$ cat src/common/ihb_pkg.sv
// Shared constants and types for the indicator heartbeat and target block
package ihb_pkg;
    // ************************************************************
    // Object indices
    // ************************************************************
    localparam logic [15:0] IHB_IDX_HB   = 16'h5F09;
    localparam logic [15:0] IHB_IDX_NODE = 16'h5F0A;
    localparam logic [15:0] IHB_IDX_CTRL = 16'h5F0C;
    localparam logic [15:0] IHB_IDX_WIN  = 16'h5F10;

    // ************************************************************
    // Reset values
    // ************************************************************
    localparam logic [15:0] IHB_HB_RST   = 16'h012C;
    localparam logic [6:0]  IHB_NODE_RST = 7'h00;
    localparam logic [7:0]  IHB_CTRL_RST = 8'h00;
    localparam logic [31:0] IHB_WIN_RST  = 32'h0000_0005;

    // ************************************************************
    // Field positions and legal values
    // ************************************************************
    localparam int          IHB_CTRL_VALID = 0;
    localparam int          IHB_CTRL_BLINK = 1;
    localparam int          IHB_CTRL_GREEN = 4;
    localparam int          IHB_CTRL_RED   = 5;
    localparam logic [7:0]  IHB_CTRL_MASK  = 8'h33;
    localparam int          IHB_CFG_GREEN  = 4;
    localparam int          IHB_CFG_RED    = 5;
    localparam logic [7:0]  IHB_NODE_MIN   = 8'h01;
    localparam logic [7:0]  IHB_NODE_MAX   = 8'h7F;

    // ************************************************************
    // Timing
    // ************************************************************
    localparam int IHB_CLK_NS    = 40;
    localparam int IHB_TICK_MS   = 1;
    localparam int IHB_MS_CYCLES = IHB_TICK_MS * 1000000 / IHB_CLK_NS;
    localparam int IHB_BLINK_MS  = 250;

    // ************************************************************
    // Types
    // ************************************************************
    typedef enum logic [1:0] {
        IHB_INIT, IHB_PREOP, IHB_OP, IHB_STOP
    } ihb_comm_t;

    typedef struct packed {
        logic        wr;
        logic        rd;
        logic        pdo;
        logic [15:0] index;
        logic [31:0] wdata;
    } ihb_req_t;

    typedef struct packed {
        logic        ack;
        logic        err;
        logic [31:0] rdata;
    } ihb_rsp_t;

    typedef struct packed {
        logic [15:0] hb_int;
        logic [15:0] hb_cnt;
        logic [15:0] pre;
        logic [15:0] blink_cnt;
        logic        blink_ph;
        logic [6:0]  node_st;
        logic [6:0]  node_act;
        logic [7:0]  ctrl;
        logic [31:0] win;
        logic [1:0]  cfg_last;
        logic        achieved;
        logic        drop;
        logic        green;
        logic        red;
        ihb_rsp_t    rsp;
    } ihb_state_t;
endpackage : ihb_pkg

$ cat src/rtl/ihb_core.sv
// Heartbeat supervision, node id, control byte and target window logic
`timescale 1ns/1ns

// What this block does
// - A nonzero interval without an event in Operational drops to Pre-Operational.
// - The interval counts whole milliseconds and may be set from 0 to 65535.
// - An interval of zero turns the supervision off entirely.
// - Interval, control and window writes pass in Pre-Op and Operational.
// - A node id of 1 to 127 is stored and only used after re-initialisation.
// - The control byte is write-only and reached only by process data.
// - Control bit 0 marks the target value valid.
// - Control bit 1 makes lit LEDs blink, otherwise they are steady.
// - Control bit 4 forces the green LED on, otherwise it is off.
// - Control bit 5 forces the red LED on, otherwise it is off.
// - Forced LEDs only act while the LED config low two bits are zero.
// - The config object LED settings are copied into control bits 4, 5.
// - Target achieved means position lies within the window of target.
module ihb_core
    import ihb_pkg::*;
#(
    parameter int MS_CYCLES = IHB_MS_CYCLES,
    parameter int BLINK_MS  = IHB_BLINK_MS
) (
    input  wire logic        mclk,
    input  wire logic        rst_b,
    input  wire logic        ce,
    input  wire ihb_req_t    req,
    output ihb_rsp_t         rsp,
    input  wire ihb_comm_t   comm_state,
    input  wire logic        hb_event,
    input  wire logic        comm_reinit,
    input  wire logic [31:0] position,
    input  wire logic [31:0] target,
    input  wire logic [31:0] led_cfg,
    output logic             drop_to_preop,
    output logic [6:0]       active_node_id,
    output logic             target_achieved,
    output logic             led_green,
    output logic             led_red
);

    // ************************************************************
    // State
    // ************************************************************
    ihb_state_t s_r;
    ihb_state_t s_nxt;

    logic        wr_ok;
    logic        tick;
    logic        led_mode0;
    logic        lit_phase;
    logic [32:0] diff;
    logic [32:0] absdiff;

    always_comb begin
        s_nxt     = s_r;
        s_nxt.drop    = 1'b0;
        s_nxt.rsp.ack = 1'b0;
        s_nxt.rsp.err = 1'b0;
        wr_ok     = (comm_state == IHB_PREOP) || (comm_state == IHB_OP);
        tick      = (s_r.pre == 16'(MS_CYCLES - 1));
        led_mode0 = (led_cfg[1:0] == 2'b00);

        // Millisecond prescaler
        s_nxt.pre = tick ? 16'h0000 : s_r.pre + 16'h0001;

        // Event wins over expiry in the same cycle, so no false drop
        if (s_r.hb_int == 16'h0000 || comm_state != IHB_OP
            || hb_event) begin
            s_nxt.hb_cnt = 16'h0000;
        end else if (tick) begin
            if (s_r.hb_cnt + 16'h0001 >= s_r.hb_int) begin
                s_nxt.drop   = 1'b1;
                s_nxt.hb_cnt = 16'h0000;
            end else begin
                s_nxt.hb_cnt = s_r.hb_cnt + 16'h0001;
            end
        end

        // Blink phase, in milliseconds
        if (tick) begin
            if (s_r.blink_cnt == 16'(BLINK_MS - 1)) begin
                s_nxt.blink_cnt = 16'h0000;
                s_nxt.blink_ph  = ~s_r.blink_ph;
            end else begin
                s_nxt.blink_cnt = s_r.blink_cnt + 16'h0001;
            end
        end

        // Configuration LED bits copied on change; a same-cycle PDO wins
        if (led_cfg[IHB_CFG_RED:IHB_CFG_GREEN] != s_r.cfg_last) begin
            s_nxt.cfg_last = led_cfg[IHB_CFG_RED:IHB_CFG_GREEN];
            s_nxt.ctrl[IHB_CTRL_RED:IHB_CTRL_GREEN] =
                led_cfg[IHB_CFG_RED:IHB_CFG_GREEN];
        end

        // Stored id moves to the live one only on re-initialisation
        if (comm_reinit) begin
            s_nxt.node_act = s_r.node_st;
        end

        // Object access
        if (req.wr || req.rd) begin
            s_nxt.rsp.ack   = 1'b1;
            s_nxt.rsp.rdata = 32'h0000_0000;
            if (req.index == IHB_IDX_HB) begin
                if (req.rd) begin
                    s_nxt.rsp.rdata = {16'h0000, s_r.hb_int};
                end else if (wr_ok) begin
                    s_nxt.hb_int = req.wdata[15:0];
                    s_nxt.hb_cnt = 16'h0000;
                end else begin
                    s_nxt.rsp.err = 1'b1;
                end
            end else if (req.index == IHB_IDX_NODE) begin
                if (req.rd) begin
                    s_nxt.rsp.rdata = {25'h000_0000, s_r.node_st};
                end else if (wr_ok && req.wdata >= 32'(IHB_NODE_MIN)
                             && req.wdata <= 32'(IHB_NODE_MAX)) begin
                    s_nxt.node_st = req.wdata[6:0];
                end else begin
                    s_nxt.rsp.err = 1'b1;
                end
            end else if (req.index == IHB_IDX_CTRL) begin
                if (req.wr && req.pdo && wr_ok) begin
                    s_nxt.ctrl = req.wdata[7:0] & IHB_CTRL_MASK;
                end else begin
                    s_nxt.rsp.err = 1'b1;
                end
            end else if (req.index == IHB_IDX_WIN) begin
                if (req.rd) begin
                    s_nxt.rsp.rdata = s_r.win;
                end else if (wr_ok) begin
                    s_nxt.win = req.wdata;
                end else begin
                    s_nxt.rsp.err = 1'b1;
                end
            end else begin
                s_nxt.rsp.err = 1'b1;
            end
        end

        // Signed 33-bit difference keeps wrap-around out of the window test
        diff    = {position[31], position} - {target[31], target};
        absdiff = diff[32] ? (33'h0_0000_0000 - diff) : diff;
        s_nxt.achieved = s_r.ctrl[IHB_CTRL_VALID]
                         && (absdiff <= {1'b0, s_r.win});

        // Forced LEDs, optionally blinking
        lit_phase   = !s_r.ctrl[IHB_CTRL_BLINK] || s_r.blink_ph;
        s_nxt.green = led_mode0 && s_r.ctrl[IHB_CTRL_GREEN]
                      && lit_phase;
        s_nxt.red   = led_mode0 && s_r.ctrl[IHB_CTRL_RED]
                      && lit_phase;
    end

    always_ff @(posedge mclk or negedge rst_b) begin
        if (!rst_b) begin
            s_r <= '{hb_int: IHB_HB_RST, node_st: IHB_NODE_RST,
                     node_act: IHB_NODE_RST, ctrl: IHB_CTRL_RST,
                     win: IHB_WIN_RST, default: '0};
        end else if (ce) begin
            s_r <= s_nxt;
        end
    end

    assign rsp             = s_r.rsp;
    assign drop_to_preop   = s_r.drop;
    assign active_node_id  = s_r.node_act;
    assign target_achieved = s_r.achieved;
    assign led_green       = s_r.green;
    assign led_red         = s_r.red;
endmodule : ihb_core

$ cat config.mk
export PLATFORM = sky130hd
export DESIGN_NAME = ihb_core
export DESIGN_NICKNAME = d
export VERILOG_FILES = /design/src/common/ihb_pkg.sv /design/src/rtl/ihb_core.sv
export SDC_FILE = /design/constraint.sdc
export NUM_CORES = 1
export LEC_CHECK = 0
export BUFFER_PORTS_ARGS = -buffer_cell sky130_fd_sc_hd__buf_2
export CAP_MARGIN = 10
export CORE_ASPECT_RATIO = 0.75
export CORE_MARGIN = 2
export CORE_UTILIZATION = 30
export DETAILED_ROUTE_END_ITERATION = 7
export HOLD_SLACK_MARGIN = 0.05
export PLACE_DENSITY = 0.58
export SYNTH_ARGS = -nofsm -noshare
export SYNTH_HDL_FRONTEND = slang
export SYNTH_SLANG_ARGS = --single-unit
$ cat constraint.sdc
create_clock -name mclk -period 3.5 [get_ports mclk]
set_input_delay 0.35 -clock mclk [delete_from_list [all_inputs] [get_ports mclk]]
set_output_delay 0.35 -clock mclk [all_outputs]
set_load 0.02 [all_outputs]
# Word level (Yosys, flattened, before mapping)
# Index checks and enable logic that the tools add are counted.
totals:
  regBits: 155
  input_bits: 154
  output_inout_bits: 45
  word_cells: 106
op_classes:
  n_addsub: 5
  order_cmp: 4
  eq_ne: 10
  muxes: 38
  bitwise_logic: 5
  reduce_logical: 26
op_table:
  columns: ["operator", "count"]
  rows:
  - ["$mux W32", 7]
  - ["$mux W16", 10]
  - ["$mux W38", 3]
  - ["$mux W33", 3]
  - ["$eq A16 B15 Y1 const B", 5]
  - ["$add A16 B1 Y16 const B", 3]
  - ["$mux W34", 1]
  - ["$le A33 B32 Y1", 1]
  - ["$sub A1 B33 Y33 const A", 1]
  - ["$sub A32 B32 Y33", 1]
  - ["$ge A32 B1 Y1 const B", 1]
  - ["$le A32 B7 Y1 const B", 1]
  - ["$eq A16 B8 Y1 const B", 1]
  - ["$ge A16 B16 Y1", 1]
  - ["$logic_not A16 Y1", 1]
  - ["$mux W6", 2]
  - ["$reduce_and A6 Y1", 2]
  - ["$mux W1", 10]
  - ["$logic_and A1 B1 Y1", 9]
  - ["$reduce_and A2 Y1", 4]
  - ["$reduce_and A8 Y1", 1]
  - ["$mux W7", 1]
  - ["$logic_or A1 B1 Y1", 5]
  - ["$not A1 Y1", 5]
  - ["other kinds (9)", 9]

# Depth between registers and ports, before layout
# Gate-level depths: netlist of the first run.
depth:
  depth_word: 9
  depth_mapped: 24
  ltp_nobuf: 24

# Least setup slack after synthesis of the first run
# Ideal clock, no wire load.
synth_timing:
  kind: "input -> register"
  startpoint: "input port position[0]"
  endpoint: "register s_r (netlist bit target_achieved)"
  arrival_time_ns: 4.328
  required_time_ns: 3.418
  path_slack_ns: -0.910
  cell_stages: 24
  cell_sequence: "inv_1 > ha_1 > fa_1 > nor2b_1 > o31ai_4 > a211oi_2 > o21ai_0 > a21oi_1 > nor4_1 > nor3_1 > clkbuf_1 > a21oi_1 > xor2_1 > ha_1 > a21o_1 > a21o_1 > a21oi_1 > nor2b_1 > o21ai_0 > nand2b_1 > a21oi_1 > o2111ai_1 > and3_1 > a31oi_1"
synth_between:
  elab_chain_cells: 5
synth_rtl:
  columns: ["element", "line_no", "text"]
  rows:
  - ["start: declaration", "ihb_core.sv:32", "input wire logic [31:0] position,"]
  - ["$sub A32 B32 Y33 *", "ihb_core.sv:144", "diff = {position[31], position} - {target[31], target};"]
  - ["$sub A1 B33 Y33", "ihb_core.sv:145", "absdiff = diff[32] ? (33'h0_0000_0000 - diff) : diff;"]
  - ["$mux W33 *", "ihb_core.sv:145", null]
  - ["$le A33 B32 Y1 *", "ihb_core.sv:147", "&& (absdiff <= {1'b0, s_r.win});"]
  - ["$logic_and A1 B1 Y1 *", "ihb_core.sv:147", null]
  - ["end signal: assignment", "ihb_core.sv:159", "s_r <= '{hb_int: IHB_HB_RST, node_st: IHB_NODE_RST,"]
  - ["end signal: assignment", "ihb_core.sv:163", "s_r <= s_nxt;"]
  - ["end: declaration", "ihb_core.sv:45", "ihb_state_t s_r;"]
# Mark *: on every way between the ends. The rest lies on a longest branch, timed or not.
# A chain may end at the register's enable or synchronous reset.

# Worst setup path after layout of the first run
# Same ends and word-level chain as after synthesis.

==> results of run 1 <==
## worst max path at each step
| stage | endpoint | slack [ps] |
|---|---|---|
| after floorplan | target_achieved | -780 |
| after global placement | target_achieved | -1240 |
| after detailed placement | target_achieved | -1340 |
| after CTS | target_achieved | -610 |
| after global routing | target_achieved | -950 |
| final | target_achieved | -680 |
## layout make-up
| cell class | count | area [sq um] |
|---|---|---|
| Antenna cell | 1 | 2.50 |
| Clock buffer | 18 | 439 |
| Clock inverter | 14 | 144 |
| Fill cell | 3690 | 22300 |
| Inverter | 94 | 365 |
| Multi-Input combinational cell | 892 | 6820 |
| Sequential cell | 155 | 3890 |
| Tap cell | 504 | 631 |
| Timing Repair Buffer | 377 | 2470 |
## per-layer routing
metal | up-vias | share of wire, % | GRT usage [%]
li1 | 4979 | - | -
met3 | 24 | 4.3 | 2.00
met2 | 213 | 46 | 27.8
met5 | - | 0 | 0
met4 | 0 | 1.2 | 3.47
met1 | 4778 | 48 | 23.5
## placed cells by master (no fill, tap or decap), drive strengths merged, types with 53 or more instances in the layout
master	synthesis	final
nor2	73	73
o21ai	58	58
buf	52	376
dfrtp	149	149
inv	94	104
nand2	96	96
xnor2	53	53
ha	86	86
a21oi	66	66
mux2	67	67
## registers in the layout, indices dropped and copies added, names as in the netlist
name,count
target_achieved,1
led_red,1
s_r,110
active_node_id,7
drop_to_preop,1
rsp,34
led_green,1
## cell families (layout without fill, tap and decap cells)
kind of cell	Yosys count	after routing	share of synthesized area, %
buf+inv	166	503	7.28
other cells	0	1	0
compound gates	274	274	16.7
xor+xnor	94	94	7.45
fa+ha+maj	87	87	9.74
flops	155	155	34.5
simple gates	369	369	17.5
mux	68	68	6.79
## power groups by stage
stage / Sequential, mW / Clock (mW) / Combinational (mW)
3_3_place_gp: 1.90 / 0 / 1.64
5_1_grt: 1.87 / 1.94 / 1.95
2_1_floorplan: 1.89 / 0 / 0.976
3_5_place_dp: 1.90 / 0 / 1.69
6_report: 1.86 / 1.83 / 1.74
4_1_cts: 1.86 / 1.87 / 1.73
## timing repair
action / CTS / global route
hold endpoints to repair: 65 / 0
setup endpoints to repair: 1 / 17
hold buffers: 1 / 0
pin swaps: 23 / 10
buffers inserted: 7 / 0
resized for setup: 21 / 21
==> results.cfg, run 1 <==
[place]
gp_congestion = 0.861
place_inst = 2014
dpl_cell_area_sq_um = 13900
portBuffers = 170
pre_cts_slack_ps = -1340
hpwl_mm = 26.3

[layout]
final_net_count = 1778
post_route_cells_drive_above_1_share_pct = 36.4
area_growth_pct = 31.1
postLayoutCellArea_sq_um = 14800
fin_cells = 2055
fin_util_pct = 39.9

[timing]
setup_violations = 1
rsz0062_at_grt = true
max_freq_mhz = 239
whs_ps = 163
timing.final.ws_setup_ps = -683
fin_skew_ps = 8.95
period_share_pct = 120
tns_ps = -683
slew_violations = 0
hold_viol = 0
tightest_slew_ps = 903
slew_headroom_pct = 39.4
period_minus_slack_ps = 4180

[setup_path]
slowest_delay_ps = 380
crit_type = in2reg
reg2reg_depth = 14
critPathCaptureType = register
cp.required_ps = 3850
startpoint = position[0]
cp_cell_sequence = buf_8 > inv_12 > ha_4 > fa_2 > nor2b_4 > o31ai_4 > a211oi_2 > buf_4 > o21a_1 > o211ai_1 > nor4_4 > nand3_2 > nor4b_4 > buf_4 > a21oi_1 > xnor2_1 > ha_1 > nand4_1 > nor2_2 > nand2_1 > nor3_2 > nand3_1 > and3_1 > a31oi_1
path_common_cell = buf_4
reg2reg_slack_ps = 240
rr_startpoint = s_r[127]
cp.arrival_ps = 4530
r2r_end = s_r[139]
path_max_fanout = 3
cp_slowest_cell = fa_2
cp_top_family = simple AND/OR/NAND/NOR gates
crit_buf_inv = 4
crit_cells = 24
worst_setup_path_start_kind = primary input

[clock_tree]
clock_sinks = 155
cts.clk_slew.worst_paths_ps = 70
ctsHtreeMaxLevel = 4
clockRootBuffer = clkbuf_16
clk_path_buf_depth = 2
cts_buffers = 17
clk_latency_ps = 430
cts_tree = yes

[grt]
antenna_found_initial = 2
track_usage_pct = 16.8
grt_max_degree = 69
grt_pass1_vias = 9962
overflow = 0
grt_pass1_wl_mm = 52.0

[yosys]
synth_area_leaders = dfrtp_1 33%, ha_1 9.6%, mux2_2 6.7%
synth_top_area_share_pct = 33.1
synthFlopType = dfrtp_1
syn_area_per_cell_sq_um = 9.28
yosys-top-cells-count = 149 x dfrtp_1, 95 x nand2_1, 94 x inv_1, 86 x ha_1, 73 x nor2_1
yosysSeqAreaShare_pct = 34.5
synth_most_common_cell = dfrtp_1
synth-edff-count = 0
synth_area_leader_cell = dfrtp_1
synth_cell_types = 86
syn_area_sq_um = 11300
synth-seq-cells = 155
ys_async_sr_fraction_pct = 100
ys_warn_count = 0
syn_nets = 1454
syn_inst = 1213

[outcome]
status = finished with violations
violations = setup timing

[power_and_ir_drop]
sequentialPowerShare_pct = 34.3
swShare_pct = 32.4
switching_power_mw = 1.76
p_int_mw = 3.67
pwr-share-clk_pct = 33.6
p_total_mw = 5.43
vdd_drop_max_mv = 0.315
combPwrFrac_pct = 32.1
pwr_density_cell_nw_per_um2 = 368
leakage_nw = 7.12

[route]
wl_mm = 32.4
drtPass1Iterations = 5
drt_iter0_drc = 487
antenna_left = 0
drc_errors = 0
vias = 9994
via_per_inst = 4.86
detail_route.wl_per_cell_um = 15.8

[floorplan]
row_count = 61
die_h_um = 172
ios = 199
initial_core_util_pct = 30.4
die_area_sq_um = 39100
die_w_um = 228
coreArea_sq_um = 37000

[flow_run]
max-cap-violations = 0

[min_path]
holdCritPathClass = in2reg
hold_depth = 2
worstHoldEndpoint = s_r[60]
hp-start = req[20]
(Power assumes the default switching activity.)
==> run 2: changes to the inputs <==
- BUFFER_PORTS_ARGS: -buffer_cell sky130_fd_sc_hd__buf_2 -> unset
- DONT_BUFFER_PORTS: unset -> 1
- PLACE_DENSITY: 0.58 -> 0.53
==> results.cfg, run 2 (synthesis results as in run 1) <==
[outcome]
status = finished with violations
violations = hold timing, setup timing

[timing]
slew_violations = 0
rsz0062_at_grt = true
timing.final.ws_setup_ps = -561
slew_headroom_pct = 42.5
period_share_pct = 116
fin_skew_ps = 13.6
max_freq_mhz = 246
tns_ps = -561
period_minus_slack_ps = 4060
setup_violations = 1
whs_ps = -390
tightest_slew_ps = 862
hold_viol = 155

[grt]
antenna_found_initial = 0
overflow = 0
grt_pass1_vias = 9386
grt_pass1_wl_mm = 51.1
track_usage_pct = 16.8
grt_max_degree = 156

[clock_tree]
cts_tree = yes
cts_buffers = 17
clk_latency_ps = 440
ctsHtreeMaxLevel = 4
clock_sinks = 155
clk_path_buf_depth = 2
cts.clk_slew.worst_paths_ps = 70
clockRootBuffer = clkbuf_16

[layout]
area_growth_pct = 25.9
final_cell_mix = 201 x buf_4, 148 x dfrtp_1, 93 x inv_1, 92 x nand2_1, 82 x ha_1
fin_util_pct = 38.3
n_antenna_cell = 0
top_register = s_r
mostFrequentLayoutCell = buf_4
largest_reg_flops = 110
final_net_count = 1637
fin_cells = 1913
post_route_cells_drive_above_1_share_pct = 28.0

[setup_path]
cp.required_ps = 3820
path_max_fanout = 4
crit_type = in2reg
worst_setup_path_start_kind = primary input
cp.arrival_ps = 4380
critPathCaptureType = register

[floorplan]
die_w_um = 228
ios = 199
die_area_sq_um = 39100
coreArea_sq_um = 37000
row_count = 61
die_h_um = 172
initial_core_util_pct = 30.4

[route]
wl_met3_mm = 1.38
wl_met2_mm = 15.0
vias = 9515
detail_route.wl_per_cell_um = 17.1
drc_errors = 0
drtPass1Iterations = 5
wl_mm = 32.7
met1_length_mm = 15.8
via_per_inst = 4.97
drt_iter0_drc = 435
antenna_left = 0
maxUsedRoutingLayer = met4

[power_and_ir_drop]
leakage_nw = 6.48
vdd_drop_max_mv = 0.358
pwr_density_cell_nw_per_um2 = 379

[flow_run]
max-cap-violations = 0

[place]
portBuffers = 0
place_inst = 1832
hpwl_mm = 25.5
gp_congestion = 0.854

[min_path]
holdCritPathClass = in2async
-- run 2: cell type report --
class | count | area, sq um
fillers | 3757 | 22900
multi-input cells | 892 | 6820
flip-flops and latches | 155 | 3890
repair buffers | 236 | 1870
well taps | 504 | 631
clock buffers | 17 | 425
inverters | 94 | 365
clock inverters | 15 | 168
-- run 2: power breakdown --
group | switching (mW) | internal [mW]
combinational | 0.800 | 0.844
sequential | 0.0443 | 1.83
clock | 0.891 | 0.966
total | 1.74 | 3.64
-- run 2: routing by layer --
| metal | GRT usage (%) | vias up |
|---|---|---|
| met5 | 0 | - |
| met3 | 2.08 | 29 |
| met2 | 27.4 | 217 |
| met4 | 4.46 | 0 |
| met1 | 23.3 | 4569 |
| li1 | - | 4700 |
-- run 2: metrics by stage --
| stage | hold WS [ps] | power, mW | worst slack, ps | cell area, sq um |
|---|---|---|---|---|
| floorplan | 54.4 | 2.87 | -785 | 11300 |
| global placement | 65.6 | 3.39 | -1300 | 12900 |
| detailed placement | 65.7 | 3.44 | -1220 | 12900 |
| CTS | -403 | 5.38 | -573 | 14000 |
| global route | -419 | 5.69 | -826 | 14200 |
| finish | -390 | 5.37 | -561 | 14200 |
-- run 2: final timing paths --
check	from	end	slack, ps	depth (start not counted)
max reg2reg	s_r[127]	s_r[139]	280	14
min in group mclk	req[4]	s_r[44]	70	1
max	position[0]	target_achieved	-560	24
min reg2reg	s_r[110]	s_r[110]	470	1
min	rst_b	rsp[8]	-390	0
max in group asynchronous	rst_b	s_r[148]	3660	0
-- run 2: critical path, cell delays in order --
cell and delay [ps]:
inv_12 30, ha_4 120, fa_2 250, nor2b_4 60, o31ai_4 320, a211oi_2 130
or3b_1 390, and3b_2 240, nor4_4 310, nand3_2 140, buf_4 170, nor4b_4 250
buf_4 180, a21oi_2 60, xor2_1 170, ha_1 290, nand4_1 110, nor2_2 170
nand2_2 110, nor3_4 150, nand2_1 80, o2111ai_1 70, and3_1 170, a31oi_1 40
-- run 2: timing repair --
| action | CTS | global route |
|---|---|---|
| gates resized for setup | 19 | 24 |
| cloned | 0 | 0 |
| pin swaps | 28 | 22 |
| setup buffers | 13 | 3 |
| hold endpoints to repair | 196 | 160 |
| hold buffers | 27 | 5 |
| endpoints found under the setup margin | 1 | 17 |
==> run 3: changes to the inputs <==
- CORE_UTILIZATION: 30 -> 40
- CTS_BUF_LIST: unset -> sky130_fd_sc_hd__clkbuf_16
- PLACE_DENSITY: 0.53 -> 0.62
- clock period: 3.5 -> 5.16 ns (I/O delays scaled with it)
==> results.cfg, run 3 (synthesis results as in run 1) <==
[outcome]
status = completed

[setup_path]
reg2reg_depth = 17
worst_setup_path_start_kind = primary input
crit_type = in2reg
r2r_end = s_r[132]
rr_startpoint = s_r[127]
reg2reg_slack_ps = 1470
path_max_fanout = 4
cp.required_ps = 5520
critPathCaptureType = register
cp.arrival_ps = 4880

[flow_run]
max-cap-violations = 0

[timing]
setup_violations = 0
hold_viol = 0
tightest_slew_ps = 913
max_freq_mhz = 221
fin_skew_ps = 15.4
rsz0062_at_grt = false
slew_violations = 0
tns_ps = 0
slew_headroom_pct = 38.9
period_minus_slack_ps = 4520
period_share_pct = 87.6

[place]
portBuffers = 0
place_inst = 1515
gp_congestion = 0.808
hpwl_mm = 21.6

[grt]
grt_max_degree = 156
antenna_found_initial = 0
grt_pass1_wl_mm = 45.3
grt_pass1_vias = 8623
track_usage_pct = 19.3
overflow = 0

[route]
drc_errors = 0
antenna_left = 0
via_per_inst = 5.60
drt_iter0_drc = 523
vias = 8667
drtPass1Iterations = 5
detail_route.wl_per_cell_um = 17.9
wl_mm = 27.8

[layout]
final_net_count = 1419
largest_reg_flops = 110
area_growth_pct = 6.99
fin_cells = 1548
post_route_cells_drive_above_1_share_pct = 13.9
fin_util_pct = 43.2
mostFrequentLayoutCell = dfrtp_1
top_register = s_r
n_antenna_cell = 0
final_cell_mix = 149 x dfrtp_1, 95 x nand2_1, 94 x inv_1, 86 x ha_1, 73 x nor2_1

[clock_tree]
clk_latency_ps = 430
ctsHtreeMaxLevel = 4
clock_sinks = 155
clockRootBuffer = clkbuf_16
cts_buffers = 17
clk_path_buf_depth = 2
post_cts_resized = 0
post_cts_buffers = 0
cts.clk_slew.worst_paths_ps = 80
cts_tree = yes

[power_and_ir_drop]
vdd_drop_max_mv = 0.219
pwr-share-clk_pct = 37.8
combPwrFrac_pct = 24.4
p_int_mw = 2.26
p_total_mw = 3.36
pwr_density_cell_nw_per_um2 = 279
sequentialPowerShare_pct = 37.8
swShare_pct = 32.8
switching_power_mw = 1.10
leakage_nw = 5.39

[min_path]
holdCritPathClass = in2async

[floorplan]
ios = 199
initial_core_util_pct = 40.4
die_area_sq_um = 29500
die_w_um = 198
coreArea_sq_um = 27900
die_h_um = 149
row_count = 53
-- run 3: routing by layer --
layer	vias up	GRT usage [%]	part of all wire, %
li1	4275	-	-
met1	4153	27.3	48
met2	214	29.9	45
met3	25	4.41	5.7
met4	0	4.40	1.3
met5	-	0	0
-- run 3: what timing repair did --
item | 4_1_cts | 5_1_grt
hold buffers | 1 | 0
endpoints found under the setup margin | 0 | 0
endpoints found under the hold margin | 155 | 0
-- run 3: layout make-up --
| cell class | instances | area, sq um |
|---|---|---|
| clock inverter | 15 | 189 |
| tap | 357 | 447 |
| inverter | 94 | 353 |
| fill | 2734 | 15800 |
| timing repair buffer | 18 | 168 |
| sequential | 155 | 3890 |
| clock buffer | 17 | 425 |
| multi-input combinational | 892 | 6570 |
-- run 3: metrics by stage --
step,setup slack (ps),cell area (sq um),hold WS [ps]
6_report,639,12000,26.9
5_1_grt,271,12000,140
4_1_cts,643,12000,151
3_5_place_dp,188,11400,230
3_3_place_gp,249,11400,231
2_1_floorplan,584,11300,220
-- run 3: worst max path at each step --
stage	cells after the start	end	slack, ps	start
3_3_place_gp	22	target_achieved	250	position[0]
6_report	20	target_achieved	640	position[0]
3_5_place_dp	22	target_achieved	190	position[0]
4_1_cts	22	target_achieved	640	position[0]
5_1_grt	24	target_achieved	270	position[0]
2_1_floorplan	24	target_achieved	580	position[0]
-- run 3: power by group through the flow --
stage                     sequential [mW]  combinational (mW)  clock, mW
after CTS                            1.27               0.829       1.30
final                                1.27               0.821       1.27
after global placement               1.29               0.776          0
after floorplan                      1.28               0.650          0
after detailed placement             1.29               0.798          0
after global routing                 1.27               0.942       1.36
-- run 3: worst max-delay path, cell delays in order --
cell,delay (ps)
inv_1,20
ha_1,220
fa_1,420
nor2b_1,260
o31ai_4,110
a211oi_2,320
o21a_1,160
o211ai_1,220
nor4_4,400
nand3_2,190
nor4b_4,420
a21oi_1,130
xor2_1,160
ha_1,290
nand4_1,90
nor2_1,50
a2111oi_0,420
o2111ai_1,150
and3_1,180
a31oi_1,130
